===== config.mk =====
export PLATFORM = sky130hd
export DESIGN_NAME = three_timer_counter_unit
export DESIGN_NICKNAME = d
export VERILOG_FILES = /design/src/rtl/tcu_pkg.sv /design/src/rtl/three_timer_counter_unit.sv /design/src/rtl/pin_sync.sv
export SDC_FILE = /design/constraint.sdc
export NUM_CORES = 1
export LEC_CHECK = 0
export BUFFER_PORTS_ARGS = -buffer_cell sky130_fd_sc_hd__buf_2
export CORE_ASPECT_RATIO = 0.8
export CORE_MARGIN = 10
export CORE_UTILIZATION = 65
export CTS_BUF_LIST = sky130_fd_sc_hd__clkbuf_8
export CTS_CLUSTER_SIZE = 12
export DETAILED_ROUTE_END_ITERATION = 16
export PLACE_DENSITY_LB_ADDON = 0.08
export SLEW_MARGIN = 20
export SYNTH_ARGS = -nofsm -noshare
export SYNTH_HDL_FRONTEND = slang
export SYNTH_SLANG_ARGS = --single-unit

===== constraint.sdc =====
create_clock -name clk -period 2.3 [get_ports clk]
set_input_delay 0.575 -clock clk [delete_from_list [all_inputs] [get_ports clk]]
set_output_delay 0.575 -clock clk [all_outputs]
set_load 0.02 [all_outputs]

===== src/rtl/tcu_pkg.sv =====
// constants and carriers of the three-channel timer/counter unit
package tcu_pkg;

  // register indices on the plain register port
  localparam logic [3:0] OFS_MODE   = 4'h0;
  localparam logic [3:0] OFS_T2CTL  = 4'h1;
  localparam logic [3:0] OFS_RUN    = 4'h2;
  localparam logic [3:0] OFS_TL0    = 4'h3;
  localparam logic [3:0] OFS_TH0    = 4'h4;
  localparam logic [3:0] OFS_TL1    = 4'h5;
  localparam logic [3:0] OFS_TH1    = 4'h6;
  localparam logic [3:0] OFS_TL2    = 4'h7;
  localparam logic [3:0] OFS_TH2    = 4'h8;
  localparam logic [3:0] OFS_RLD2L  = 4'h9;
  localparam logic [3:0] OFS_RLD2H  = 4'hA;

  // reset values
  localparam logic [7:0] RST_BYTE   = 8'h00;

  // mode byte fields: channel 1 high nibble, channel 0 low nibble
  localparam int MD_GATE1 = 7;
  localparam int MD_SRC1  = 6;
  localparam int MD_SEL1  = 4;
  localparam int MD_GATE0 = 3;
  localparam int MD_SRC0  = 2;
  localparam int MD_SEL0  = 0;

  // timer2_control fields
  localparam int T2_OVF  = 7;
  localparam int T2_EXF  = 6;
  localparam int T2_RXB  = 5;
  localparam int T2_TXB  = 4;
  localparam int T2_TRG  = 3;
  localparam int T2_RUN  = 2;
  localparam int T2_SRC  = 1;
  localparam int T2_CAP  = 0;

  // run/flag register fields
  localparam int RF_OVF1 = 7;
  localparam int RF_RUN1 = 6;
  localparam int RF_OVF0 = 5;
  localparam int RF_RUN0 = 4;

  // prescaler wrap of the 13-bit mode
  localparam logic [4:0] PRE_TOP = 5'h1F;

  typedef enum logic [1:0] {
    MODE_13BIT,
    MODE_16BIT,
    MODE_RELOAD8,
    MODE_SPLIT
  } timer_mode_e;

  typedef struct packed {
    logic [3:0] addr;
    logic [7:0] wdata;
    logic       wr;
    logic       rd;
  } reg_req_s;

  typedef struct packed {
    logic gate_pin1;
    logic gate_pin0;
    logic ch2_trigger_pin;
    logic count_pin2;
    logic count_pin1;
    logic count_pin0;
  } pin_in_s;

  localparam int PIN_W = $bits(pin_in_s);

  typedef struct packed {
    logic       ovf;
    logic [7:0] hi;
    logic [7:0] lo;
  } chan_s;

endpackage


===== src/rtl/three_timer_counter_unit.sv =====
// three timer/counter channels with mode, control and count registers
//
// Notes on behaviour
// [RULE_01] gate set and run set: channel counts only while its gate pin high.
// [RULE_02] gate clear: run bit alone enables counting, gate pin ignored.
// [RULE_03] source select clear counts clock, set counts external pin events.
// [RULE_04] mode field: 13-bit, 16-bit, 8-bit reload, special split mode.
// [RULE_05] split mode: channel 0 low byte is 8-bit counter on own controls.
// [RULE_06] split mode: channel 0 high byte is 8-bit timer on channel 1 bits.
// [RULE_07] channel 1 in split mode is held stopped, value unchanged.
// [RULE_08] mode byte: channel 0 low nibble, channel 1 high nibble.
// [RULE_09] ch2 overflow flag set on overflow, not in baud use, sw clears.
// [RULE_10] ch2 external flag set on trigger capture/reload, only sw clears.
// [RULE_11] enabled ch2 interrupt plus external flag requests ch2 vector.
// [RULE_12] receive baud select: ch2 overflows, else ch1 overflows.
// [RULE_13] transmit baud select: ch2 overflows, else ch1 overflows.
// [RULE_14] trigger edge acts only when enabled and not in baud use.
// [RULE_15] ch2 runs while its run bit is one.
// [RULE_16] ch2 source select: clock when 0, falling edges of pin when 1.
// [RULE_17] capture select plus trigger enable: capture count on trigger edge.
// [RULE_18] reload select: reload on overflow and on enabled trigger edges.
// [RULE_19] either baud select forces reload on overflow, no capture.
// [RULE_20] ch0/ch1 overflow flag set on overflow, cleared on vector taken.
// [RULE_21] software starts and stops ch0/ch1 with their run bits.
// [RULE_22] 8-bit reload: high byte copied to low byte, flag set, same cycle.
// [RULE_23] ch2 reload loads from reload pair, capture stores into it.
// [RULE_24] 13-bit mode: low five bits prescale by 32 into high byte.
//
// The strobed register port and the address map were decided locally.
module three_timer_counter_unit (
  // clock, reset, enable
  input  wire logic             clk,
  input  wire logic             arst_n,
  input  wire logic             ce,
  // register port
  input  wire tcu_pkg::reg_req_s bus,
  output logic [7:0]             rdata,
  // external pins
  input  wire tcu_pkg::pin_in_s  pins,
  // interrupt side of the core
  input  wire logic             ch0_vector_taken,
  input  wire logic             ch1_vector_taken,
  input  wire logic             ch2_int_enable,
  output logic                  ch0_overflow_flag,
  output logic                  ch1_overflow_flag,
  output logic                  ch2_vector_req,
  // serial baud clocks
  output logic                  rx_baud_tick,
  output logic                  tx_baud_tick
);
  import tcu_pkg::*;

  typedef struct packed {
    logic [7:0] mode;
    logic [7:0] t2c;
    logic       run0;
    logic       run1;
    logic       ovf0;
    logic       ovf1;
    logic [7:0] tl0;
    logic [7:0] th0;
    logic [7:0] tl1;
    logic [7:0] th1;
    logic [7:0] tl2;
    logic [7:0] th2;
    logic [7:0] rl2;
    logic [7:0] rh2;
    logic [7:0] rdata;
    logic       rx_tick;
    logic       tx_tick;
  } state_s;

  state_s q;
  state_s next_q;

  logic [PIN_W-1:0] pin_lvl;
  logic [PIN_W-1:0] pin_fall;
  pin_in_s          lvl;
  pin_in_s          fall;

  pin_sync u_sync (
    .clk    (clk),
    .arst_n (arst_n),
    .ce     (ce),
    .pin    (pins),
    .level  (pin_lvl),
    .fall   (pin_fall)
  );

  assign lvl  = pin_in_s'(pin_lvl);
  assign fall = pin_in_s'(pin_fall);

  // advance one of channels 0/1 by one count in modes 0..2
  function automatic chan_s advance(timer_mode_e m, logic [7:0] lo,
                                    logic [7:0] hi, logic inc);
    chan_s r;
    r.ovf = 1'b0;
    r.lo  = lo;
    r.hi  = hi;
    if (inc) begin
      case (m)
        MODE_13BIT: begin
          if (lo[4:0] == PRE_TOP) begin // [RULE_24]
            r.lo[4:0] = '0;
            r.hi      = hi + 8'h01;
            r.ovf     = (hi == 8'hFF);
          end else begin
            r.lo[4:0] = lo[4:0] + 5'h01;
          end
        end
        MODE_16BIT: begin
          {r.hi, r.lo} = {hi, lo} + 16'h0001;
          r.ovf        = ({hi, lo} == 16'hFFFF);
        end
        MODE_RELOAD8: begin
          if (lo == 8'hFF) begin
            r.lo  = hi; // [RULE_22]
            r.ovf = 1'b1;
          end else begin
            r.lo = lo + 8'h01;
          end
        end
        default: begin
          r.ovf = 1'b0;
        end
      endcase
    end
    return r;
  endfunction

  // enable term of a gated channel
  function automatic logic gated(logic run, logic gate, logic pin);
    return run & (!gate | pin); // [RULE_01] [RULE_02] [RULE_21]
  endfunction

  timer_mode_e m0;
  timer_mode_e m1;
  logic        inc0;
  logic        inc1;
  logic        inc_th0;
  logic        split0;
  chan_s       c0;
  chan_s       c1;
  logic        ovf_lo0;
  logic        ovf_hi0;
  logic        ovf_t1;
  logic [15:0] cnt2;
  logic [15:0] rld2;
  logic [15:0] next_cnt2;
  logic [15:0] next_rld2;
  logic        inc2;
  logic        baud;
  logic        trig;
  logic        ovf2;

  always_comb begin
    m0     = timer_mode_e'(q.mode[MD_SEL0 +: 2]); // [RULE_04] [RULE_08]
    m1     = timer_mode_e'(q.mode[MD_SEL1 +: 2]); // [RULE_08]
    split0 = (m0 == MODE_SPLIT);

    // [RULE_03]
    inc0 = gated(q.run0, q.mode[MD_GATE0], lvl.gate_pin0)
           & (q.mode[MD_SRC0] ? fall.count_pin0 : 1'b1);
    inc1 = gated(q.run1, q.mode[MD_GATE1], lvl.gate_pin1)
           & (q.mode[MD_SRC1] ? fall.count_pin1 : 1'b1)
           & (m1 != MODE_SPLIT); // [RULE_07]
    // split high byte: plain timer on channel 1 run bit
    inc_th0 = split0 & q.run1; // [RULE_06]

    c0 = advance(m0, q.tl0, q.th0, inc0 & !split0);
    c1 = advance(m1, q.tl1, q.th1, inc1);

    ovf_lo0 = split0 & inc0 & (q.tl0 == 8'hFF); // [RULE_05]
    ovf_hi0 = inc_th0 & (q.th0 == 8'hFF); // [RULE_06]
    ovf_t1  = c1.ovf;

    // channel 2
    cnt2 = {q.th2, q.tl2};
    rld2 = {q.rh2, q.rl2};
    baud = q.t2c[T2_RXB] | q.t2c[T2_TXB];
    inc2 = q.t2c[T2_RUN] // [RULE_15]
           & (q.t2c[T2_SRC] ? fall.count_pin2 : 1'b1); // [RULE_16]
    // baud use takes the trigger pin out of play
    trig = fall.ch2_trigger_pin & q.t2c[T2_TRG] & !baud; // [RULE_14]
    ovf2 = inc2 & (cnt2 == 16'hFFFF);

    next_cnt2 = cnt2;
    next_rld2 = rld2;
    if (inc2) begin
      if (ovf2 & (baud | !q.t2c[T2_CAP])) begin
        next_cnt2 = rld2; // [RULE_18] [RULE_19] [RULE_23]
      end else begin
        next_cnt2 = cnt2 + 16'h0001;
      end
    end
    if (trig) begin
      if (q.t2c[T2_CAP]) begin
        next_rld2 = cnt2; // [RULE_17] [RULE_23]
      end else begin
        next_cnt2 = rld2; // [RULE_18] [RULE_23]
      end
    end

    next_q = q;

    // counters
    if (split0) begin
      next_q.tl0 = inc0 ? q.tl0 + 8'h01 : q.tl0; // [RULE_05]
      next_q.th0 = inc_th0 ? q.th0 + 8'h01 : q.th0; // [RULE_06]
    end else begin
      next_q.tl0 = c0.lo;
      next_q.th0 = c0.hi;
    end
    next_q.tl1 = c1.lo;
    next_q.th1 = c1.hi;
    next_q.tl2 = next_cnt2[7:0];
    next_q.th2 = next_cnt2[15:8];
    next_q.rl2 = next_rld2[7:0];
    next_q.rh2 = next_rld2[15:8];

    // vector taken clears, before software and hardware below
    if (ch0_vector_taken) begin
      next_q.ovf0 = 1'b0; // [RULE_20]
    end
    if (ch1_vector_taken) begin
      next_q.ovf1 = 1'b0; // [RULE_20]
    end

    // software writes; a write beats counting in the same cycle
    if (bus.wr) begin
      case (bus.addr)
        OFS_MODE:  next_q.mode = bus.wdata;
        OFS_T2CTL: next_q.t2c  = bus.wdata;
        OFS_RUN: begin
          next_q.ovf1 = bus.wdata[RF_OVF1];
          next_q.run1 = bus.wdata[RF_RUN1]; // [RULE_21]
          next_q.ovf0 = bus.wdata[RF_OVF0];
          next_q.run0 = bus.wdata[RF_RUN0]; // [RULE_21]
        end
        OFS_TL0:   next_q.tl0 = bus.wdata;
        OFS_TH0:   next_q.th0 = bus.wdata;
        OFS_TL1:   next_q.tl1 = bus.wdata;
        OFS_TH1:   next_q.th1 = bus.wdata;
        OFS_TL2:   next_q.tl2 = bus.wdata;
        OFS_TH2:   next_q.th2 = bus.wdata;
        OFS_RLD2L: next_q.rl2 = bus.wdata;
        OFS_RLD2H: next_q.rh2 = bus.wdata;
        default:   next_q.mode = q.mode;
      endcase
    end

    // hardware sets win over any clear in the same cycle
    if (c0.ovf | ovf_lo0) begin
      next_q.ovf0 = 1'b1; // [RULE_20] [RULE_22] [RULE_05]
    end
    // in split mode the high byte owns the channel 1 flag
    if (split0 ? ovf_hi0 : ovf_t1) begin
      next_q.ovf1 = 1'b1; // [RULE_20] [RULE_06]
    end
    if (ovf2 & !baud) begin
      next_q.t2c[T2_OVF] = 1'b1; // [RULE_09]
    end
    if (trig) begin
      next_q.t2c[T2_EXF] = 1'b1; // [RULE_10]
    end

    // baud clocks
    next_q.rx_tick = q.t2c[T2_RXB] ? ovf2 : ovf_t1; // [RULE_12]
    next_q.tx_tick = q.t2c[T2_TXB] ? ovf2 : ovf_t1; // [RULE_13]

    // read data stands one cycle only
    next_q.rdata = 8'h00;
    if (bus.rd) begin
      case (bus.addr)
        OFS_MODE:  next_q.rdata = q.mode;
        OFS_T2CTL: next_q.rdata = q.t2c;
        OFS_RUN: begin
          next_q.rdata[RF_OVF1] = q.ovf1;
          next_q.rdata[RF_RUN1] = q.run1;
          next_q.rdata[RF_OVF0] = q.ovf0;
          next_q.rdata[RF_RUN0] = q.run0;
        end
        OFS_TL0:   next_q.rdata = q.tl0;
        OFS_TH0:   next_q.rdata = q.th0;
        OFS_TL1:   next_q.rdata = q.tl1;
        OFS_TH1:   next_q.rdata = q.th1;
        OFS_TL2:   next_q.rdata = q.tl2;
        OFS_TH2:   next_q.rdata = q.th2;
        OFS_RLD2L: next_q.rdata = q.rl2;
        OFS_RLD2H: next_q.rdata = q.rh2;
        default:   next_q.rdata = 8'h00;
      endcase
    end
  end

  always_ff @(posedge clk or negedge arst_n) begin
    if (!arst_n) begin
      q         <= '0;
      q.mode    <= RST_BYTE;
      q.t2c     <= RST_BYTE;
    end else if (ce) begin
      q <= next_q;
    end
  end

  assign rdata             = q.rdata;
  assign ch0_overflow_flag = q.ovf0;
  assign ch1_overflow_flag = q.ovf1;
  // either ch2 flag asks for the shared vector
  assign ch2_vector_req    = ch2_int_enable
                             & (q.t2c[T2_OVF] | q.t2c[T2_EXF]); // [RULE_11]
  assign rx_baud_tick      = q.rx_tick;
  assign tx_baud_tick      = q.tx_tick;
endmodule


===== src/rtl/pin_sync.sv =====
// two-flop synchroniser with falling-edge detect for the external pins
module pin_sync (
  // clock, reset, enable
  input  wire logic                      clk,
  input  wire logic                      arst_n,
  input  wire logic                      ce,
  // pins in
  input  wire logic [tcu_pkg::PIN_W-1:0] pin,
  // synchronised level and falling-edge pulse
  output logic      [tcu_pkg::PIN_W-1:0] level,
  output logic      [tcu_pkg::PIN_W-1:0] fall
);
  import tcu_pkg::*;

  typedef struct packed {
    logic [PIN_W-1:0] meta;
    logic [PIN_W-1:0] sync;
    logic [PIN_W-1:0] last;
  } sync_s;

  sync_s q;
  sync_s next_q;

  always_comb begin
    next_q      = q;
    next_q.meta = pin;
    next_q.sync = q.meta;
    next_q.last = q.sync;
  end

  // idle pins assumed high, so no false edge after reset
  always_ff @(posedge clk or negedge arst_n) begin
    if (!arst_n) begin
      q <= '1;
    end else if (ce) begin
      q <= next_q;
    end
  end

  assign level = q.sync;
  assign fall  = q.last & ~q.sync;
endmodule


==> impl_metrics.toml <==
[setup_path]
path_delay_family = "simple AND/OR/NAND/NOR gates"
required_ns = 2.59
worstPathArrival_ns = 2.54
critPathMaxFanout = 8
crit_chain = "ha_2, nand4_4, buf_4, nor4_4, o21ai_1, a221oi_1, o22ai_1"
r2r_setup_slack_ns = 0.05
critPathLaunchType = "flip-flop"
path_buf_inv = 1
path_class = "flip-flop to flip-flop"
cp-end-kind = "flip-flop"
slowest_delay_ns = 0.48
crit_path_top_delay_cell = "nor4_4"

[timing]
hold_ws_ns = 0.02631
setup_violations = 0
hold_viol = 0
finClkSkew_ns = 0.02591
worst_pin_slew_ns = 0.5640
max_slew_margin = 0.6201
fmax_mhz = 444.5
maxSlewViolCount = 0
period_needed_ns = 2.250
timing.final.crit_share = 0.9781
worst_slack_ns = 0.05033
tns_ns = 0
rsz0062_at_grt = "false"

[drt]
vias_per_cell = 7.474
routed_wl_um = 31740
drc = 0
drt_iter0_markers = 1968
vias = 9186
antenna_left = 0
first_pass_iters = 7
wl_per_cell_um = 25.82

[global_route]
busiest_layer = "met2"
grt_pass1_vias = 8537
use_met3 = 0.09374
grtUsageMet1 = 0.4742
grtUsageMet2 = 0.4910
grt_pass1_wl_um = 48810
grtUsageTotal = 0.3425
antenna_found_initial = 2
gr-total-overflow = 0
grt_max_degree = 81

[power_and_ir_drop]
powerDensity_nw_per_um2 = 854.9
irDropWorstVdd_mv = 0.5782
finalPower_mw = 8.023
cellLeakagePower_nw = 3.782

[synth]
avgSynthCellArea_um2 = 8.502
syn_nets = 1029
synth_top_cell_by_area = "dfrtp_1"
ys_ff_latch = 110
synth.distinct_cells = 86
seq_area_frac_synth = 0.3307
synth_edf_count = 0
yosys_warnings = 0
yosysMostFrequentCell = "dfrtp_1"
syn-instance-count = 986
synth-main-ff-cell = "dfrtp_1"
synth_top_area_share = 0.2806
syn_area_um2 = 8383
netlist_top_cells_count = "dfrtp_1, nand2_1, nor2_1"
synthTopCellsByArea = "dfrtp_1, dfstp_2, mux2_2"
ys_async_sr_fraction = 1.000

[floorplan]
die_area_um2 = 17870
die_h_um = 121.6
core-area_um2 = 12730
dieWidth_um = 147.0
rows = 37
initial_utilization = 0.6585
boundaryPins = 39

[run_status]
outcome = "finished, final reports clean"

[placement]
place_ws_ns = 0.06176
numPortBuffers = 38
placedCellCount = 1209
gp_congestion = 1.053
dp_hpwl_um = 22580

[finish]
fillers = 1001
final_cells = 1229
layout-drive-gt1-share = 0.2300
nets = 1090
area_growth_pct = 11.96

[cts]
worstSkewPairLatency_ns = 0.43
cts_tree = "yes"
htreeDepth = 3
numCtsBuffers = 9
clk_path_buf_depth = 2
clkSinkCount = 110
clk_pin_slew_ns = 0.14
cts-root-buf = "clkbuf_8"

[job]
max-cap-violations = 0

[hold_path]
worstHoldPathType = "input pin to async pin"
[routing by layer]
metal  share of wire  vias to the layer above
met3            0.16                      169
li1                -                     3849
met4           0.048                        0
met2            0.42                      889
met5               0                        -
met1            0.38                     4279
[where the power goes]
group | total (mW) | internal, mW | switching (mW)
sequential | 3.29 | 2.47 | 0.815
clock | 1.28 | 0.446 | 0.835
combinational | 3.45 | 1.44 | 2.02
total | 8.02 | 4.36 | 3.67
[logic make-up (layout without fill, tap and decap cells)]
logic type / after synthesis / count (layout) / share of synthesized area
compound gates: 348 / 348 / 0.2891
xor+xnor: 17 / 17 / 0.01776
fa+ha+maj: 17 / 17 / 0.02537
buf+inv: 113 / 179 / 0.06582
flops: 110 / 110 / 0.3307
mux: 51 / 51 / 0.07254
other cells: 0 / 2 / 0
simple gates: 330 / 330 / 0.1987
[path summary, 6_finish.rpt]
| check | start | end | depth (start not counted) |
|---|---|---|---|
| setup / recovery | cnt2[0] | cnt2[7] | 7 |
| hold reg to reg | rdata[0] | rdata[0] | 1 |
| min in group clk | pins[1] | u_sync.next_q[7] | 2 |
| max in group asynchronous | arst_n | q[53] | 2 |
| setup reg to reg | cnt2[0] | cnt2[7] | 7 |
| hold / removal | arst_n | q[61] | 1 |
[placed cells by master, fill, tap and decap left out, types with 8 or more instances in the layout]
| cell type | instances |
|---|---|
| and3_1 | 11 |
| mux2_2 | 35 |
| a221oi_1 | 15 |
| nand4_1 | 15 |
| buf_4 | 97 |
| a22oi_1 | 20 |
| nor2b_1 | 14 |
| o21ai_0 | 62 |
| o22ai_1 | 34 |
| a21oi_1 | 65 |
| nor2_1 | 82 |
| o211ai_1 | 18 |
| dfrtp_1 | 93 |
| ha_1 | 15 |
| nor3_1 | 15 |
| and2_1 | 8 |
| nand2_1 | 86 |
| xor2_1 | 11 |
| nand2b_1 | 9 |
| mux2i_1 | 12 |
| nand3_1 | 50 |
| inv_1 | 26 |
| buf_2 | 36 |
| a31oi_1 | 25 |
| a211oi_1 | 11 |
| clkbuf_8 | 9 |
| dfstp_2 | 16 |
[through the flow]
stage / util / area [um^2]
2_1_floorplan: - / 8383
3_3_place_gp: 0.7165 / 9121
3_5_place_dp: 0.7165 / 9121
4_1_cts: 0.7336 / 9339
5_1_grt: 0.7372 / 9385
6_report: 0.7372 / 9385
[sequential cells by signal, summed over array words and instances, names as in the netlist]
signal / cells
ch0_overflow_flag: 1
ch1_overflow_flag: 1
tx_baud_tick: 1
u_sync.level: 6
cnt2: 16
u_sync.q: 4
m1: 2
rdata: 8
u_sync.next_q: 6
m0: 2
q: 62
rx_baud_tick: 1
[worst reg2reg max path: stages (launching register included)]
cell and delay (ns):
dfrtp_1 0.38, ha_2 0.25, nand4_4 0.19, buf_4 0.21
nor4_4 0.48, o21ai_1 0.12, a221oi_1 0.35, o22ai_1 0.16
[repair_timing]
item	4_1_cts	5_1_grt
setup buffers	0	2
resized for setup	0	9
setup endpoints to repair	1	8
hold buffers	0	0
gates cloned	0	0
pin swaps	1	2
[area by class of cell]
type,instances,area (um^2),area share
multi-input combinational,763,5084,0.5417
sequential,110,2774,0.2956
timing repair buffer,137,988.4,0.1053
tap,175,219.0,0.02333
clock buffer,9,123.9,0.01320
inverter,26,97.59,0.01040
clock inverter,7,93.84,0.009999
antenna,2,5.005,0.0005333
No activity file was read; power rests on OpenSTA's default activity.
